==> src/ssdbp_pkg.sv <==
// Shared constants and types for the serial DMA buffer pointer block.
// Assumes a single system clock with a synchronous, active-high reset.
`default_nettype none

package ssdbp_pkg;

    ////////////////////////////////////////////////////////////////////////
    // Widths
    localparam int unsigned SSDBP_ADDR_W = 13;     // Buffer address and offset width
    localparam int unsigned SSDBP_REG_W = 16;      // Register width as seen by software
    localparam int unsigned SSDBP_NUM_BUF = 3;     // Rx A, rx B, tx A

    ////////////////////////////////////////////////////////////////////////
    // Register indices (byte address is four times the index)
    localparam logic [15:0] SSDBP_IDX_RXA_START = 16'h4480;
    localparam logic [15:0] SSDBP_IDX_RXA_END = 16'h4482;
    localparam logic [15:0] SSDBP_IDX_RXB_START = 16'h4484;
    localparam logic [15:0] SSDBP_IDX_RXB_END = 16'h4486;
    localparam logic [15:0] SSDBP_IDX_TXA_START = 16'h4488;
    localparam logic [15:0] SSDBP_IDX_TXA_END = 16'h448a;
    localparam logic [15:0] SSDBP_IDX_RXA_COUNT = 16'h4490;
    localparam logic [15:0] SSDBP_IDX_RXB_COUNT = 16'h4492;
    localparam logic [15:0] SSDBP_IDX_TX_COUNT = 16'h4494;
    localparam logic [15:0] SSDBP_IDX_STEP = 16'h0002;  // Start to end; buffer to buffer is twice this

    ////////////////////////////////////////////////////////////////////////
    // Field layout and reset values
    localparam int unsigned SSDBP_FIXED_LSB = 13;       // Fixed bits 15:13 of address regs
    localparam logic [2:0] SSDBP_ADDR_FIXED = 3'h3;     // Bit 15 zero, bits 14:13 one
    localparam logic [2:0] SSDBP_COUNT_FIXED = 3'h0;    // Count regs: upper bits zero
    localparam logic [12:0] SSDBP_ADDR_RST = 13'h0000;  // Start and end reset value
    localparam logic [12:0] SSDBP_COUNT_RST = 13'h0000; // Offset reset value

    ////////////////////////////////////////////////////////////////////////
    // Buffer index assignment
    localparam int unsigned SSDBP_BUF_RXA = 0;
    localparam int unsigned SSDBP_BUF_RXB = 1;
    localparam int unsigned SSDBP_BUF_TXA = 2;

    ////////////////////////////////////////////////////////////////////////
    // Types
    typedef enum logic [2:0] {
        SSDBP_IDLE = 3'b001,    // Unloaded, offset at zero
        SSDBP_ACTIVE = 3'b010,  // Loaded, moving bytes
        SSDBP_FULL = 3'b100     // End reached, waiting for unload
    } ssdbp_state_t;

    typedef struct packed {
        logic load;    // Pulse: buffer loaded
        logic unload;  // Pulse: buffer unloaded
        logic xfer;    // Pulse: one byte moved
    } ssdbp_ctl_t;

endpackage

`default_nettype wire

==> src/ssdbp_top.sv <==
// Buffer pointer and progress registers for the serial controller one DMA.
// Assumes an APB master on the system clock and a DMA sequencer that pulses
// load, unload and byte strobes; memory requests leave on registered ports.
// Transmit buffer B, error offsets and status flags live outside this block.
//
// Functional notes
// - Rx A offset readable, wraps after fill-unload
// - Rx B offset readable, wraps after fill-unload
// - One tx offset for the active buffer
// - Rx A start address writable, used first
// - Rx B start and end bound region
// - Tx A start address gives first fetch
// - Tx A end address marks last byte
// - Address bits 15:13 read 011, unwritable
//
// Our own choice: the APB interface to the registers.
`default_nettype none

module ssdbp_top
    import ssdbp_pkg::*;
#(
    parameter int unsigned AW = SSDBP_ADDR_W
) (
    // Clock and reset
    input wire logic ref_clk_i,
    input wire logic rst_i,
    // APB slave
    input wire logic psel_i,
    input wire logic penable_i,
    input wire logic pwrite_i,
    input wire logic [31:0] paddr_i,
    input wire logic [31:0] pwdata_i,
    input wire logic [3:0] pstrb_i,
    output logic [31:0] prdata_o,
    output logic pready_o,
    output logic pslverr_o,
    // DMA sequencer control, one bit per buffer (rx A, rx B, tx A)
    input wire logic [2:0] load_i,
    input wire logic [2:0] unload_i,
    // Byte strobes from the serial FIFO side
    input wire logic rx_byte_i,
    input wire logic tx_byte_i,
    // Memory side
    output logic [AW-1:0] rx_mem_addr_o,
    output logic rx_mem_we_o,
    output logic [AW-1:0] tx_mem_addr_o,
    output logic tx_mem_re_o,
    // Buffer status
    output logic [2:0] active_o,
    output logic [2:0] full_o
);

    ////////////////////////////////////////////////////////////////////////
    // Elaboration check: fixed bits sit above the address field
    if (AW < 1 || AW > SSDBP_FIXED_LSB) begin : g_bad_aw
        $error("ssdbp_top: AW must be 1 to 13");
    end

    // Flag vectors are three bits wide, one per buffer
    if (SSDBP_NUM_BUF != 3) begin : g_bad_num
        $error("ssdbp_top: three buffers expected");
    end

    ////////////////////////////////////////////////////////////////////////
    // Declarations

    // Programmed addresses, one pair per buffer
    logic [AW-1:0] start_ff [SSDBP_NUM_BUF]; // Start addresses
    logic [AW-1:0] nxt_start [SSDBP_NUM_BUF];
    logic [AW-1:0] end_ff [SSDBP_NUM_BUF]; // End addresses
    logic [AW-1:0] nxt_end [SSDBP_NUM_BUF];

    // Channel status
    logic [AW-1:0] count_w [SSDBP_NUM_BUF]; // Channel offsets
    logic [AW-1:0] addr_w [SSDBP_NUM_BUF]; // Channel memory addresses
    logic [2:0] active_w; // Channel active flags
    logic [2:0] full_w; // Channel full flags
    ssdbp_ctl_t ctl_w [SSDBP_NUM_BUF]; // Channel control pulses

    // Byte routing
    logic rx_to_a; // Rx byte steered to A
    logic rx_to_b; // Rx byte steered to B
    logic tx_go; // Tx byte accepted

    // Bus answer registers
    logic [31:0] prdata_ff, nxt_prdata; // Read data
    logic pready_ff, nxt_pready; // Access complete
    logic pslverr_ff, nxt_pslverr; // Unmapped address

    // Memory request registers
    logic [AW-1:0] rx_mem_addr_ff, nxt_rx_mem_addr; // Store address
    logic rx_mem_we_ff, nxt_rx_mem_we; // Store strobe
    logic [AW-1:0] tx_mem_addr_ff, nxt_tx_mem_addr; // Fetch address
    logic tx_mem_re_ff, nxt_tx_mem_re; // Fetch strobe

    // Status copies for the outputs
    logic [2:0] active_ff, full_ff; // One cycle behind the channels

    // Bus decode helpers
    logic access; // Access phase of a transfer
    logic commit; // Edge where transfer completes
    logic [31:0] rd_word; // Decoded read value
    logic hit; // Address is mapped

    // Byte address from a register index
    function automatic logic [31:0] byte_addr(input logic [15:0] idx);
        // Index sits above the two byte-select bits
        byte_addr = {14'h0000, idx, 2'h0};
    endfunction

    // Address register read value with fixed upper bits
    function automatic logic [31:0] addr_word(input logic [AW-1:0] val);
        logic [12:0] field;
        // Narrow fields are zero-extended to 13 bits
        field = 13'(val);
        addr_word = {16'h0000, SSDBP_ADDR_FIXED, field};
    endfunction

    // Count register read value, upper bits zero
    function automatic logic [31:0] count_word(input logic [AW-1:0] val);
        logic [12:0] field;
        // Upper bits of an offset read as zero
        field = 13'(val);
        count_word = {16'h0000, SSDBP_COUNT_FIXED, field};
    endfunction

    ////////////////////////////////////////////////////////////////////////
    // Byte steering
    // Rx fills A while it is active, else B; bytes with no buffer are dropped
    // A full or idle buffer never sees a strobe, so it cannot pass its end
    assign rx_to_a = rx_byte_i & active_w[SSDBP_BUF_RXA];
    assign rx_to_b = rx_byte_i & ~active_w[SSDBP_BUF_RXA] & active_w[SSDBP_BUF_RXB];

    // Tx fetches only while tx A is loaded and not yet full
    assign tx_go = tx_byte_i & active_w[SSDBP_BUF_TXA];

    ////////////////////////////////////////////////////////////////////////
    // Buffer channels
    // Each channel gets its own pulses and its own byte strobe
    for (genvar g = 0; g < SSDBP_NUM_BUF; g++) begin : g_chan
        logic byte_hit;
        // Pick this channel's byte strobe
        assign byte_hit = (g == SSDBP_BUF_RXA) ? rx_to_a :
                          (g == SSDBP_BUF_RXB) ? rx_to_b : tx_go;
        // Pack the control pulses
        assign ctl_w[g] = '{load: load_i[g], unload: unload_i[g], xfer: byte_hit};
        ssdbp_chan #(
            .AW(AW)
        ) u_chan (
            .ref_clk_i(ref_clk_i),
            .rst_i(rst_i),
            .ctl_i(ctl_w[g]),
            .start_i(start_ff[g]),
            .end_i(end_ff[g]),
            .count_o(count_w[g]),
            .addr_o(addr_w[g]),
            .active_o(active_w[g]),
            .full_o(full_w[g])
        );
    end

    ////////////////////////////////////////////////////////////////////////
    // APB decode
    // Access phase: psel and penable both high
    assign access = psel_i & penable_i;

    // A one-cycle pready makes commit fire once per transfer
    assign commit = access & pready_ff;

    // Read mux and mapped check
    always_comb begin
        rd_word = 32'h0000_0000;
        hit = 1'b1;
        case (paddr_i)
            // Address registers, fixed bits above the field
            byte_addr(SSDBP_IDX_RXA_START): rd_word = addr_word(start_ff[SSDBP_BUF_RXA]);
            byte_addr(SSDBP_IDX_RXA_END): rd_word = addr_word(end_ff[SSDBP_BUF_RXA]);
            byte_addr(SSDBP_IDX_RXB_START): rd_word = addr_word(start_ff[SSDBP_BUF_RXB]);
            byte_addr(SSDBP_IDX_RXB_END): rd_word = addr_word(end_ff[SSDBP_BUF_RXB]);
            byte_addr(SSDBP_IDX_TXA_START): rd_word = addr_word(start_ff[SSDBP_BUF_TXA]);
            byte_addr(SSDBP_IDX_TXA_END): rd_word = addr_word(end_ff[SSDBP_BUF_TXA]);
            // Offset registers, read only
            byte_addr(SSDBP_IDX_RXA_COUNT): rd_word = count_word(count_w[SSDBP_BUF_RXA]);
            byte_addr(SSDBP_IDX_RXB_COUNT): rd_word = count_word(count_w[SSDBP_BUF_RXB]);
            byte_addr(SSDBP_IDX_TX_COUNT): rd_word = count_word(count_w[SSDBP_BUF_TXA]);
            // Unmapped words answer with an error
            default: hit = 1'b0;
        endcase
    end

    // Bus answer: one wait state, data and error with pready
    always_comb begin
        // One wait state, then a single-cycle pready
        nxt_pready = access & ~pready_ff;
        nxt_prdata = prdata_ff;
        nxt_pslverr = 1'b0;
        // First access cycle: load the answer for the next edge
        if (access & ~pready_ff) begin
            // Writes read back zero data
            nxt_prdata = pwrite_i ? 32'h0000_0000 : rd_word;
            nxt_pslverr = ~hit;
        end
    end

    // Address register writes, low 13 bits only
    always_comb begin
        // Start and end pairs are two strides apart per buffer
        for (int i = 0; i < SSDBP_NUM_BUF; i++) begin
            nxt_start[i] = start_ff[i];
            nxt_end[i] = end_ff[i];
            // Count registers and unmapped words ignore writes
            // A write lands at the completing edge, both low lanes enabled
            if (commit && pwrite_i && hit && pstrb_i[1:0] == 2'h3) begin
                if (paddr_i == byte_addr(16'(SSDBP_IDX_RXA_START + 16'(i) * 2 * SSDBP_IDX_STEP))) begin
                    nxt_start[i] = pwdata_i[AW-1:0];
                end
                if (paddr_i == byte_addr(16'(SSDBP_IDX_RXA_END + 16'(i) * 2 * SSDBP_IDX_STEP))) begin
                    nxt_end[i] = pwdata_i[AW-1:0];
                end
            end
        end
    end

    // Memory side requests, one per moved byte
    always_comb begin
        // Store strobe for any accepted rx byte
        nxt_rx_mem_we = rx_to_a | rx_to_b;
        // Address holds between stores
        nxt_rx_mem_addr = rx_mem_addr_ff;
        if (rx_to_a) begin
            nxt_rx_mem_addr = addr_w[SSDBP_BUF_RXA];
        end else if (rx_to_b) begin
            nxt_rx_mem_addr = addr_w[SSDBP_BUF_RXB];
        end

        // Fetch strobe and address, address held between fetches
        nxt_tx_mem_re = tx_go;
        nxt_tx_mem_addr = tx_go ? addr_w[SSDBP_BUF_TXA] : tx_mem_addr_ff;
    end

    ////////////////////////////////////////////////////////////////////////
    // Registers
    always_ff @(posedge ref_clk_i) begin
        if (rst_i) begin
            // Programmed addresses cleared
            for (int i = 0; i < SSDBP_NUM_BUF; i++) begin
                start_ff[i] <= SSDBP_ADDR_RST[AW-1:0];
                end_ff[i] <= SSDBP_ADDR_RST[AW-1:0];
            end

            // No answer pending
            prdata_ff <= 32'h0000_0000;
            pready_ff <= 1'b0;
            pslverr_ff <= 1'b0;

            // No memory request
            rx_mem_addr_ff <= SSDBP_ADDR_RST[AW-1:0];
            rx_mem_we_ff <= 1'b0;
            tx_mem_addr_ff <= SSDBP_ADDR_RST[AW-1:0];
            tx_mem_re_ff <= 1'b0;

            // All buffers shown idle
            active_ff <= 3'h0;
            full_ff <= 3'h0;
        end else begin
            // Programmed addresses
            for (int i = 0; i < SSDBP_NUM_BUF; i++) begin
                start_ff[i] <= nxt_start[i];
                end_ff[i] <= nxt_end[i];
            end

            // Bus answer
            prdata_ff <= nxt_prdata;
            pready_ff <= nxt_pready;
            pslverr_ff <= nxt_pslverr;

            // Memory requests
            rx_mem_addr_ff <= nxt_rx_mem_addr;
            rx_mem_we_ff <= nxt_rx_mem_we;
            tx_mem_addr_ff <= nxt_tx_mem_addr;
            tx_mem_re_ff <= nxt_tx_mem_re;

            // Status one cycle behind the channels
            active_ff <= active_w;
            full_ff <= full_w;
        end
    end

    ////////////////////////////////////////////////////////////////////////
    // Outputs
    // Bus answer
    assign prdata_o = prdata_ff;
    assign pready_o = pready_ff;
    assign pslverr_o = pslverr_ff;

    // Memory requests
    assign rx_mem_addr_o = rx_mem_addr_ff;
    assign rx_mem_we_o = rx_mem_we_ff;
    assign tx_mem_addr_o = tx_mem_addr_ff;
    assign tx_mem_re_o = tx_mem_re_ff;

    // Buffer status
    assign active_o = active_ff;
    assign full_o = full_ff;

endmodule

`default_nettype wire

==> src/ssdbp_chan.sv <==
// One DMA buffer channel: byte offset counter and load state.
// Assumes load, unload and xfer are one-cycle pulses from the parent.
`default_nettype none

module ssdbp_chan
    import ssdbp_pkg::*;
#(
    parameter int unsigned AW = SSDBP_ADDR_W
) (
    // Clock and reset
    input wire logic ref_clk_i,
    input wire logic rst_i,
    // Control
    input wire ssdbp_ctl_t ctl_i,
    input wire logic [AW-1:0] start_i,
    input wire logic [AW-1:0] end_i,
    // Status
    output logic [AW-1:0] count_o,
    output logic [AW-1:0] addr_o,
    output logic active_o,
    output logic full_o
);

    // Offsets wider than the reset constant cannot be served
    if (AW < 1 || AW > SSDBP_ADDR_W) begin : g_bad_aw
        $error("ssdbp_chan: AW must be 1 to 13");
    end

    ////////////////////////////////////////////////////////////////////////
    // State
    ssdbp_state_t state_ff, nxt_state;  // Buffer state
    logic [AW-1:0] count_ff, nxt_count; // Next byte offset

    // Next memory location is start plus offset
    assign addr_o = AW'(start_i + count_ff);
    assign count_o = count_ff;
    assign active_o = (state_ff == SSDBP_ACTIVE);
    assign full_o = (state_ff == SSDBP_FULL);

    // Next state and offset
    always_comb begin
        nxt_state = state_ff;
        nxt_count = count_ff;
        case (state_ff)
            SSDBP_IDLE: begin
                // Loading starts at offset zero
                if (ctl_i.load) begin
                    nxt_state = SSDBP_ACTIVE;
                    nxt_count = SSDBP_COUNT_RST[AW-1:0];
                end
            end
            SSDBP_ACTIVE: begin
                if (ctl_i.unload) begin
                    // Early unload still wraps the offset
                    nxt_state = SSDBP_IDLE;
                    nxt_count = SSDBP_COUNT_RST[AW-1:0];
                end else if (ctl_i.xfer) begin
                    nxt_count = AW'(count_ff + 1'b1);
                    // Byte at the end address fills the buffer
                    if (addr_o == end_i) begin
                        nxt_state = SSDBP_FULL;
                    end
                end
            end
            SSDBP_FULL: begin
                // Wrap to zero after fill and unload
                if (ctl_i.unload) begin
                    nxt_state = SSDBP_IDLE;
                    nxt_count = SSDBP_COUNT_RST[AW-1:0];
                end
            end
            default: begin
                nxt_state = SSDBP_IDLE;
                nxt_count = SSDBP_COUNT_RST[AW-1:0];
            end
        endcase
    end

    // Register state
    always_ff @(posedge ref_clk_i) begin
        if (rst_i) begin
            state_ff <= SSDBP_IDLE;
            count_ff <= SSDBP_COUNT_RST[AW-1:0];
        end else begin
            state_ff <= nxt_state;
            count_ff <= nxt_count;
        end
    end

endmodule

`default_nettype wire

==> config.mk <==
export PLATFORM = sky130hd
export DESIGN_NAME = ssdbp_top
export DESIGN_NICKNAME = d
export VERILOG_FILES = /design/src/ssdbp_pkg.sv /design/src/ssdbp_top.sv /design/src/ssdbp_chan.sv
export SDC_FILE = /design/constraint.sdc
export NUM_CORES = 1
export LEC_CHECK = 0
export BUFFER_PORTS_ARGS = -buffer_cell sky130_fd_sc_hd__buf_2
export CORE_MARGIN = 2
export CORE_UTILIZATION = 40
export DETAILED_ROUTE_END_ITERATION = 7
export PLACE_DENSITY = 0.61
export SLEW_MARGIN = 20
export SYNTH_ARGS = -nofsm -noshare
export SYNTH_HDL_FRONTEND = slang
export SYNTH_SLANG_ARGS = --single-unit
==> constraint.sdc <==
create_clock -name ref_clk_i -period 7.5 [get_ports ref_clk_i]
set_input_delay 0.75 -clock ref_clk_i [delete_from_list [all_inputs] [get_ports ref_clk_i]]
set_output_delay 0.75 -clock ref_clk_i [all_outputs]
set_load 0.03 [all_outputs]
==> results.txt, run 1 <==
----------------------------------------------------
[Run status]
  Run status ... completed

[Placed design]
  Quantity of I/O buffers inserted on ports ... 110
  Gpl congestion ... 0.934
  Number of cells in the design after placement ... 1663
  Post-DP HPWL ... 24200 um

[Synthesis]
  Distinct cell type count of the synthesized netlist ... 74
  Top post-synthesis cells by area ... sky130_fd_sc_hd__dfxtp_1 (35%), sky130_fd_sc_hd__nand2_1 (8.9%), sky130_fd_sc_hd__a21oi_1 (6.7%)
  Yosys warns ... 0
  Most used flip-flop cell after synthesis ... sky130_fd_sc_hd__dfxtp_1
  Largest area contributor in the netlist ... sky130_fd_sc_hd__dfxtp_1
  Average cell area after synthesis ... 7.94 um^2
  Async set or reset register ratio after synthesis ... 0%
  FF+latch count, synth ... 176
  Portion of synthesized cell area occupied by the leading cell type ... 34.6%
  Post-Syn Area ... 10200 um^2
  Number of enable flip-flop cells after synthesis ... 0
  Share of synthesized area occupied by flip-flops and latches ... 34.6%
  Post-Synthesis Cells ... 1284

[Hold path]
  Kind of path behind the tightest hold check ... reg -> reg
  End of the worst hold path ... prdata_o[5]
  Cells on Worst Hold Path ... 2
  HP Start ... prdata_o[5]

[Clock tree]
  Clk buf depth ... 2
  Inserted Clock Buffers ... 17
  Clock tree from TritonCTS ... yes
  Cts hold-fix bufs ... 0
  TritonCTS sink count ... 176
  Htree depth ... 4
  Buffers inserted during post-CTS setup optimization ... 0
  Source-to-sink clock delay at the later pin of the worst-skew pair ... 0.45 ns
  Clock input transition at the sequential cells of the worst setup and hold paths ... 0.07 ns
  Clock tree root buffer cell ... sky130_fd_sc_hd__clkbuf_16
  Quantity of gates resized following cts ... 0

[Worst setup path]
  Worst reg-to-reg path cell count ... 11
  Register-to-Register Setup Slack ... 4.21 ns
  Path type of the worst setup path ... reg -> reg
  Capturing point of the worst reg2reg path ... g_chan[0].u_chan.state_ff[2]
  Arrival time worst endpoint ... 3.65 ns
  Required time at the worst-slack endpoint ... 7.86 ns
  Highest net fanout along the worst path ... 5
  Endpoint class of the critical path ... flip-flop
  Worst R2R Start ... g_chan[0].u_chan.count_o[0]
  Startpoint type of the worst setup path ... flip-flop
  First element of the critical path ... g_chan[0].u_chan.count_o[0]

[Die]
  Total number of placement rows ... 58
  Die boundary height ... 164 um
  Core footprint ... 25100 um^2
  Total I/O pin count ... 149
  Area enclosed by the die boundary ... 26800 um^2
  Die outline width ... 164 um
  Initial Utilization ... 40.6%

[Global route]
  Number of antenna violations at the first check in global routing ... 2
  Number of global-route vias before repair ... 8870
  Total gr overflow ... 0
  First-pass GRT wire length ... 49700 um
  Global Route Usage Sum ... 24.1%
  Maximum number of pins on one net before global-route repair ... 66

[Routing]
  Drt via density ... 5.63
  Detailed-router iteration count before antenna repair ... 8
  Final Routed Wirelength ... 31600 um
  Initial detailed-routing violation count ... 888
  # DRC ... 0
  Detail-routed net length per standard cell ... 18.6 um
  Antenna-violating nets left ... 0
  Total number of vias ... 9541

[Layout]
  Area growth, synth to finish ... 12.5%
  Commonest cells after routing, fill and taps aside ... sky130_fd_sc_hd__nand2_1 (242), sky130_fd_sc_hd__dfxtp_1 (176), sky130_fd_sc_hd__a21oi_1 (136)
  Fillcell total ... 2515
  Share of layout cells above drive strength 1 ... 12.5%
  Number of standard cells in the layout, taps in and fillers out ... 1696
  Commonest non-fill, non-tap cell in the layout ... sky130_fd_sc_hd__nand2_1
  Share of the core filled with cells ... 45.7%
  Nets@finish ... 1475

[STA]
  Fin. Hold Viols ... 0
  Slew headroom ... 35.2%
  Unrepaired setup endpoints after global routing ... false
  Final worst path period need ... 3.29 ns
  Fmax ... 0.304 GHz
  Slew @ Worst Pin ... 0.969 ns
  Final period util ... 43.9%
  Number of setup violations in the final report ... 0
  Setup TNS ... 0 ns
  Setup skew after layout ... 0.00965 ns
  Final slew viol count ... 0

[Power]
  Leakage ... 4.48 nW
  Pwr per Cell Area ... 172 nW/um^2
  VDD IR-drop max ... 0.0000937 V

[Run]
  Total of max-cap violations ... 0

----------------------------------------------------
flip-flops by register name, indices dropped and copies added, names as in the netlist:
signal / cells
pslverr_o: 1
start_ff: 39
rx_mem_we_o: 1
prdata_o: 14
g_chan.u_chan.count_o: 39
tx_mem_addr_o: 13
pready_o: 1
full_o: 3
g_chan.u_chan.state_ff: 9
rx_mem_addr_o: 13
active_o: 3
tx_mem_re_o: 1
end_ff: 39
synth_stat cells (15+ instances only):
| cell | n |
|---|---|
| sky130_fd_sc_hd__nand2_1 | 242 |
| sky130_fd_sc_hd__dfxtp_1 | 176 |
| sky130_fd_sc_hd__a21oi_1 | 136 |
| sky130_fd_sc_hd__nor2_1 | 95 |
| sky130_fd_sc_hd__clkbuf_1 | 57 |
| sky130_fd_sc_hd__xor2_1 | 45 |
| sky130_fd_sc_hd__xnor2_1 | 42 |
| sky130_fd_sc_hd__ha_1 | 39 |
| sky130_fd_sc_hd__nand3_1 | 38 |
| sky130_fd_sc_hd__o21ai_0 | 33 |
| sky130_fd_sc_hd__nor3_1 | 29 |
| sky130_fd_sc_hd__a22oi_1 | 27 |
| sky130_fd_sc_hd__a222oi_1 | 18 |
| sky130_fd_sc_hd__buf_4 | 18 |
| sky130_fd_sc_hd__inv_1 | 18 |
| sky130_fd_sc_hd__nand4_1 | 16 |
| sky130_fd_sc_hd__o21ai_1 | 16 |
| sky130_fd_sc_hd__or3_1 | 15 |
kinds of logic after synthesis:
group | share of synthesized area [%]
flip-flops | 34.6
other | 0.0368
multiplexers | 1.08
AO/OA/AOI/OAI | 20.8
AND/OR/NAND/NOR | 23.9
buffers and inverters | 4.80
XOR/XNOR | 9.49
adder cells (fa/ha/maj) | 5.37
layout make-up:
| class | count | area [um^2] | share of cell area, % |
|---|---|---|---|
| diodes | 1 | 2.50 | 0.0218 |
| clock buffers | 18 | 429 | 3.74 |
| clock inverters | 14 | 153 | 1.33 |
| inverters | 18 | 67.6 | 0.589 |
| multi-input cells | 1019 | 6260 | 54.5 |
| flip-flops and latches | 176 | 3520 | 30.7 |
| well taps | 330 | 413 | 3.60 |
| repair buffers | 120 | 628 | 5.47 |
through the flow:
stage	worst slack (ns)	hold slack [ns]	instance area, um^2	power, mW
final	4.21	0.446	11500	1.97
after global routing	3.89	0.473	11500	2.04
after CTS	4.22	0.451	11500	1.99
after detailed placement	3.95	0.443	10900	1.09
after global placement	3.96	0.435	10900	1.09
after floorplan	4.57	0.445	10300	1.05
worst max-delay path by stage:
| stage | endpoint | cells past startpoint | slack (ns) |
|---|---|---|---|
| 3_5_place_dp | prdata_o[5] | 8 | 3.95 |
| 4_1_cts | g_chan[0].u_chan.state_ff[2] | 11 | 4.22 |
| 5_1_grt | g_chan[0].u_chan.state_ff[2] | 11 | 3.89 |
| 2_1_floorplan | g_chan[0].u_chan.state_ff[2] | 11 | 4.57 |
| 3_3_place_gp | prdata_o[7] | 8 | 3.96 |
| 6_report | g_chan[0].u_chan.state_ff[2] | 11 | 4.21 |
critical path, stage by stage, from the launching register on:
cell and delay (ns):
sky130_fd_sc_hd__dfxtp_1 0.43, sky130_fd_sc_hd__ha_1 0.22, sky130_fd_sc_hd__inv_1 0.07, sky130_fd_sc_hd__fa_1 0.57, sky130_fd_sc_hd__xor2_1 0.24, sky130_fd_sc_hd__o311ai_0 0.16
sky130_fd_sc_hd__a2111oi_0 0.35, sky130_fd_sc_hd__and3_1 0.20, sky130_fd_sc_hd__nand4_1 0.08, sky130_fd_sc_hd__or4_1 0.49, sky130_fd_sc_hd__or2_0 0.23, sky130_fd_sc_hd__o31ai_2 0.16
routing by layer:
| metal | global-route usage [%] | wire, um | vias up |
|---|---|---|---|
| met5 | 0 | 7 | - |
| met4 | 8.73 | 909 | 2 |
| met3 | 4.49 | 2200 | 59 |
| met2 | 39.4 | 14700 | 333 |
| met1 | 31.5 | 13800 | 4471 |
| li1 | - | - | 4676 |
power breakdown:
group,internal [mW],switching [mW]
Sequential,0.941,0.00838
Combinational,0.0378,0.0794
Clock,0.496,0.407
(Power assumes the default switching activity.)
==> inputs of run 2 (changes only) <==
ABC_AREA = 1   (was default)
PLACE_DENSITY = 0.63   (was 0.61)
clock period = 2.7 ns   (was 7.5 ns; I/O delays follow)
==> run 2 against run 1 <==
Non-clock buffer count up 29. Count of clock-buffer cells in the layout decreased by 1. Combinational power grew to 8.6 times the previous value. Critical path depth increased by 4. Clock power increased to 2.9 times the previous value. First-iteration DRC count increased by 14%. Synthesized cell count grew 46%. Fmax grew 34%. Via count increased by 27%. Sequential share of layout area is 4.0 points lower. Total power rose to 3.2 times the previous value. Critical path type unchanged. Largest cell class unchanged. Largest power group unchanged.
==> results.txt, run 2 <==
----------------------------------------------------
[Global route]
  First-pass GRT wire length ... 60900 um
  Number of global-route vias before repair ... 11300
  Total gr overflow ... 0
  Number of antenna violations at the first check in global routing ... 0
  Maximum number of pins on one net before global-route repair ... 59
  Met1 usage in global routing ... 33.5%
  Global Route Usage Sum ... 25.8%
  Met3 demand-to-capacity share in global routing ... 3.35%
  Global-route track usage on met2 ... 43.3%
  Busiest metal layer after global routing ... met2

[Layout]
  Fillcell total ... 3039
  Commonest non-fill, non-tap cell in the layout ... sky130_fd_sc_hd__nand2_1
  Share of layout cells above drive strength 1 ... 10.3%
  Commonest cells after routing, fill and taps aside ... sky130_fd_sc_hd__nand2_1 (497), sky130_fd_sc_hd__inv_1 (307), sky130_fd_sc_hd__nor2_1 (231)
  Number of standard cells in the layout, taps in and fillers out ... 2385
  Area growth, synth to finish ... 14.2%
  Nets@finish ... 2111
  Share of the core filled with cells ... 46.2%
  Antenna fix cells ... 0

[Worst setup path]
  Worst reg-to-reg path cell count ... 15
  Critical path's top delay family ... simple AND/OR/NAND/NOR gates
  Register-to-Register Setup Slack ... 0.24 ns
  Most frequent cell on the critical path ... sky130_fd_sc_hd__nand2_1
  Highest net fanout along the worst path ... 5
  Startpoint type of the worst setup path ... flip-flop
  Arrival time worst endpoint ... 2.81 ns
  CP Cell Sequence ... ha_1, inv_1, fa_1, inv_1, nand3_1, nand2_1, nand3_1, nand4_1, nand2_1, nand2_1, nand2_1, nor2_1, nand4_1, nand2_1, a21oi_1
  Worst R2R Start ... start_ff[0][0]
  Stage delay of the slowest cell on the critical path ... 0.40 ns
  Slowest CP cell ... sky130_fd_sc_hd__fa_1
  Endpoint class of the critical path ... flip-flop
  Required time at the worst-slack endpoint ... 3.05 ns
  Capturing point of the worst reg2reg path ... g_chan[0].u_chan.state_ff[1]
  Crit path buf inv count ... 2
  Path type of the worst setup path ... reg -> reg

[STA]
  Final period util ... 91.2%
  Final worst path period need ... 2.46 ns
  Fin. Hold Viols ... 0
  Setup skew after layout ... 0.0193 ns
  Final slew viol count ... 0
  Slew headroom ... 52.3%
  Fmax ... 0.406 GHz
  Unrepaired setup endpoints after global routing ... false
  Slew @ Worst Pin ... 0.715 ns
  Number of setup violations in the final report ... 0
  Setup TNS ... 0 ns

[Synthesis]
  Distinct cell type count of the synthesized netlist ... 44
  Cell types with the highest counts after synthesis ... sky130_fd_sc_hd__nand2_1 (498), sky130_fd_sc_hd__inv_1 (307), sky130_fd_sc_hd__nor2_1 (232)
  Post-Syn Area ... 11600 um^2
  Share of synthesized area occupied by flip-flops and latches ... 30.5%
  Portion of synthesized cell area occupied by the leading cell type ... 30.5%
  Top post-synthesis cells by area ... sky130_fd_sc_hd__dfxtp_1 (30%), sky130_fd_sc_hd__nand2_1 (16%), sky130_fd_sc_hd__inv_1 (10%)
  Most used flip-flop cell after synthesis ... sky130_fd_sc_hd__dfxtp_1
  Most used standard cell by instance count after synthesis ... sky130_fd_sc_hd__nand2_1
  Average cell area after synthesis ... 6.15 um^2
  Async set or reset register ratio after synthesis ... 0%
  FF+latch count, synth ... 176
  Largest area contributor in the netlist ... sky130_fd_sc_hd__dfxtp_1
  Number of enable flip-flop cells after synthesis ... 0
  Post-Synthesis Cells ... 1880
  Yosys warns ... 0

[Hold path]
  Kind of path behind the tightest hold check ... in -> reg
  Cells on Worst Hold Path ... 4
  HP Start ... load_i[2]
  End of the worst hold path ... g_chan[2].u_chan.state_ff[0]

[Die]
  Initial Utilization ... 40.5%
  Die boundary height ... 174 um
  Area enclosed by the die boundary ... 30300 um^2
  Total I/O pin count ... 149
  Core footprint ... 28500 um^2
  Die outline width ... 174 um
  Total number of placement rows ... 62

[Routing]
  Final Routed Wirelength ... 38800 um
  Detail-routed net length per standard cell ... 16.3 um
  Antenna-violating nets left ... 0
  Total number of vias ... 12200
  # DRC ... 0
  Detailed-router iteration count before antenna repair ... 6
  Initial detailed-routing violation count ... 1009
  Drt via density ... 5.10

[Run status]
  Run status ... completed

[Power]
  Pint ... 4.26 mW
  Register share of total power ... 43.5%
  Total net switching power ... 2.11 mW
  Net switching fraction of the power ... 33.2%
  Proportion of power drawn by the clock network ... 40.7%
  Pwr per Cell Area ... 483 nW/um^2
  Leakage ... 6.49 nW
  Part of the power in combinational logic ... 15.8%
  VDD IR-drop max ... 0.000378 V

[Clock tree]
  Source-to-sink clock delay at the later pin of the worst-skew pair ... 0.45 ns
  Inserted Clock Buffers ... 17
  Clock input transition at the sequential cells of the worst setup and hold paths ... 0.08 ns
  Htree depth ... 4
  Cts hold-fix bufs ... 0
  Buffers inserted during post-CTS setup optimization ... 0
  Clk buf depth ... 2
  Quantity of gates resized following cts ... 0
  TritonCTS sink count ... 176
  Clock tree root buffer cell ... sky130_fd_sc_hd__clkbuf_16
  Clock tree from TritonCTS ... yes

[Placed design]
  Number of cells in the design after placement ... 2353
  Gpl congestion ... 0.972
  Quantity of I/O buffers inserted on ports ... 110
  Post-DP HPWL ... 31100 um

[Run]
  Total of max-cap violations ... 0

----------------------------------------------------
run 2: cell types whose count changed in the layout (fill, tap and decap cells not counted), sizes merged, moves of 14 or more:
cell | previous run | this run
a22oi | 27 | 1
and3 | 14 | 0
xor2 | 45 | 7
buf | 120 | 149
a21oi | 137 | 68
nor2 | 95 | 239
nand4 | 16 | 59
or3 | 15 | 0
xnor2 | 42 | 11
a211oi | 10 | 32
a222oi | 18 | 0
nand2 | 242 | 498
nand3 | 38 | 218
inv | 24 | 319
run 2: worst reg2reg max path, delay by kind of cell (launching register included):
family                   cells  cell delay [ns]
AND/OR/NAND/NOR             10             1.19
adder cells (fa/ha/maj)      2             0.57
flip-flops                   1             0.36
buffers and inverters        2             0.18
AO/OA/AOI/OAI                1             0.06
run 2: area by class of cell:
class,instances,area [um^2],share of cell area [%]
well taps,384,480,3.64
flip-flops and latches,176,3520,26.7
clock buffers,17,425,3.22
inverters,312,1170,8.87
repair buffers,149,856,6.48
clock inverters,15,199,1.51
multi-input cells,1332,6540,49.6
run 2: power by group through the flow:
stage                     combinational, mW  clock [mW]  sequential [mW]
after floorplan                       0.609           0             2.91
after global placement                0.990           0             2.83
final                                  1.01        2.60             2.77
after detailed placement               1.00           0             2.83
after CTS                              1.00        2.62             2.77
after global routing                   1.14        2.74             2.79
run 2: stage by stage:
step	hold WS (ns)	setup slack, ns	area (um^2)	power, mW
floorplan	0.405	0.579	11600	3.52
global placement	0.445	0.255	12600	3.82
detailed placement	0.449	0.250	12600	3.83
CTS	0.106	0.212	13200	6.40
global route	0.131	0.0216	13200	6.67
finish	0.118	0.236	13200	6.38
run 2: how the worst max path moves through the flow:
stage | startpoint | endpoint | depth (start not counted)
2_1_floorplan | g_chan[2].u_chan.count_o[0] | g_chan[2].u_chan.state_ff[1] | 13
3_3_place_gp | g_chan[2].u_chan.count_o[0] | g_chan[2].u_chan.state_ff[2] | 12
3_5_place_dp | g_chan[2].u_chan.count_o[0] | g_chan[2].u_chan.state_ff[2] | 12
4_1_cts | g_chan[2].u_chan.count_o[0] | g_chan[2].u_chan.state_ff[2] | 12
5_1_grt | start_ff[0][13] | g_chan[1].u_chan.state_ff[1] | 17
6_report | start_ff[0][0] | g_chan[0].u_chan.state_ff[1] | 15
run 2: kinds of logic after synthesis:
logic type / Yosys count / synth area share (%)
simple gates: 1063 / 39.8
buf+inv: 388 / 13.6
compound gates: 190 / 9.60
flops: 176 / 30.5
fa+ha+maj: 42 / 4.74
xor+xnor: 20 / 1.75
other cells: 1 / 0.0324
run 2: routing by layer:
layer / up-vias / wire [um]
met4: 0 / 1390
li1: 6207 / -
met5: - / 0
met3: 64 / 2470
met2: 406 / 17700
met1: 5482 / 17200
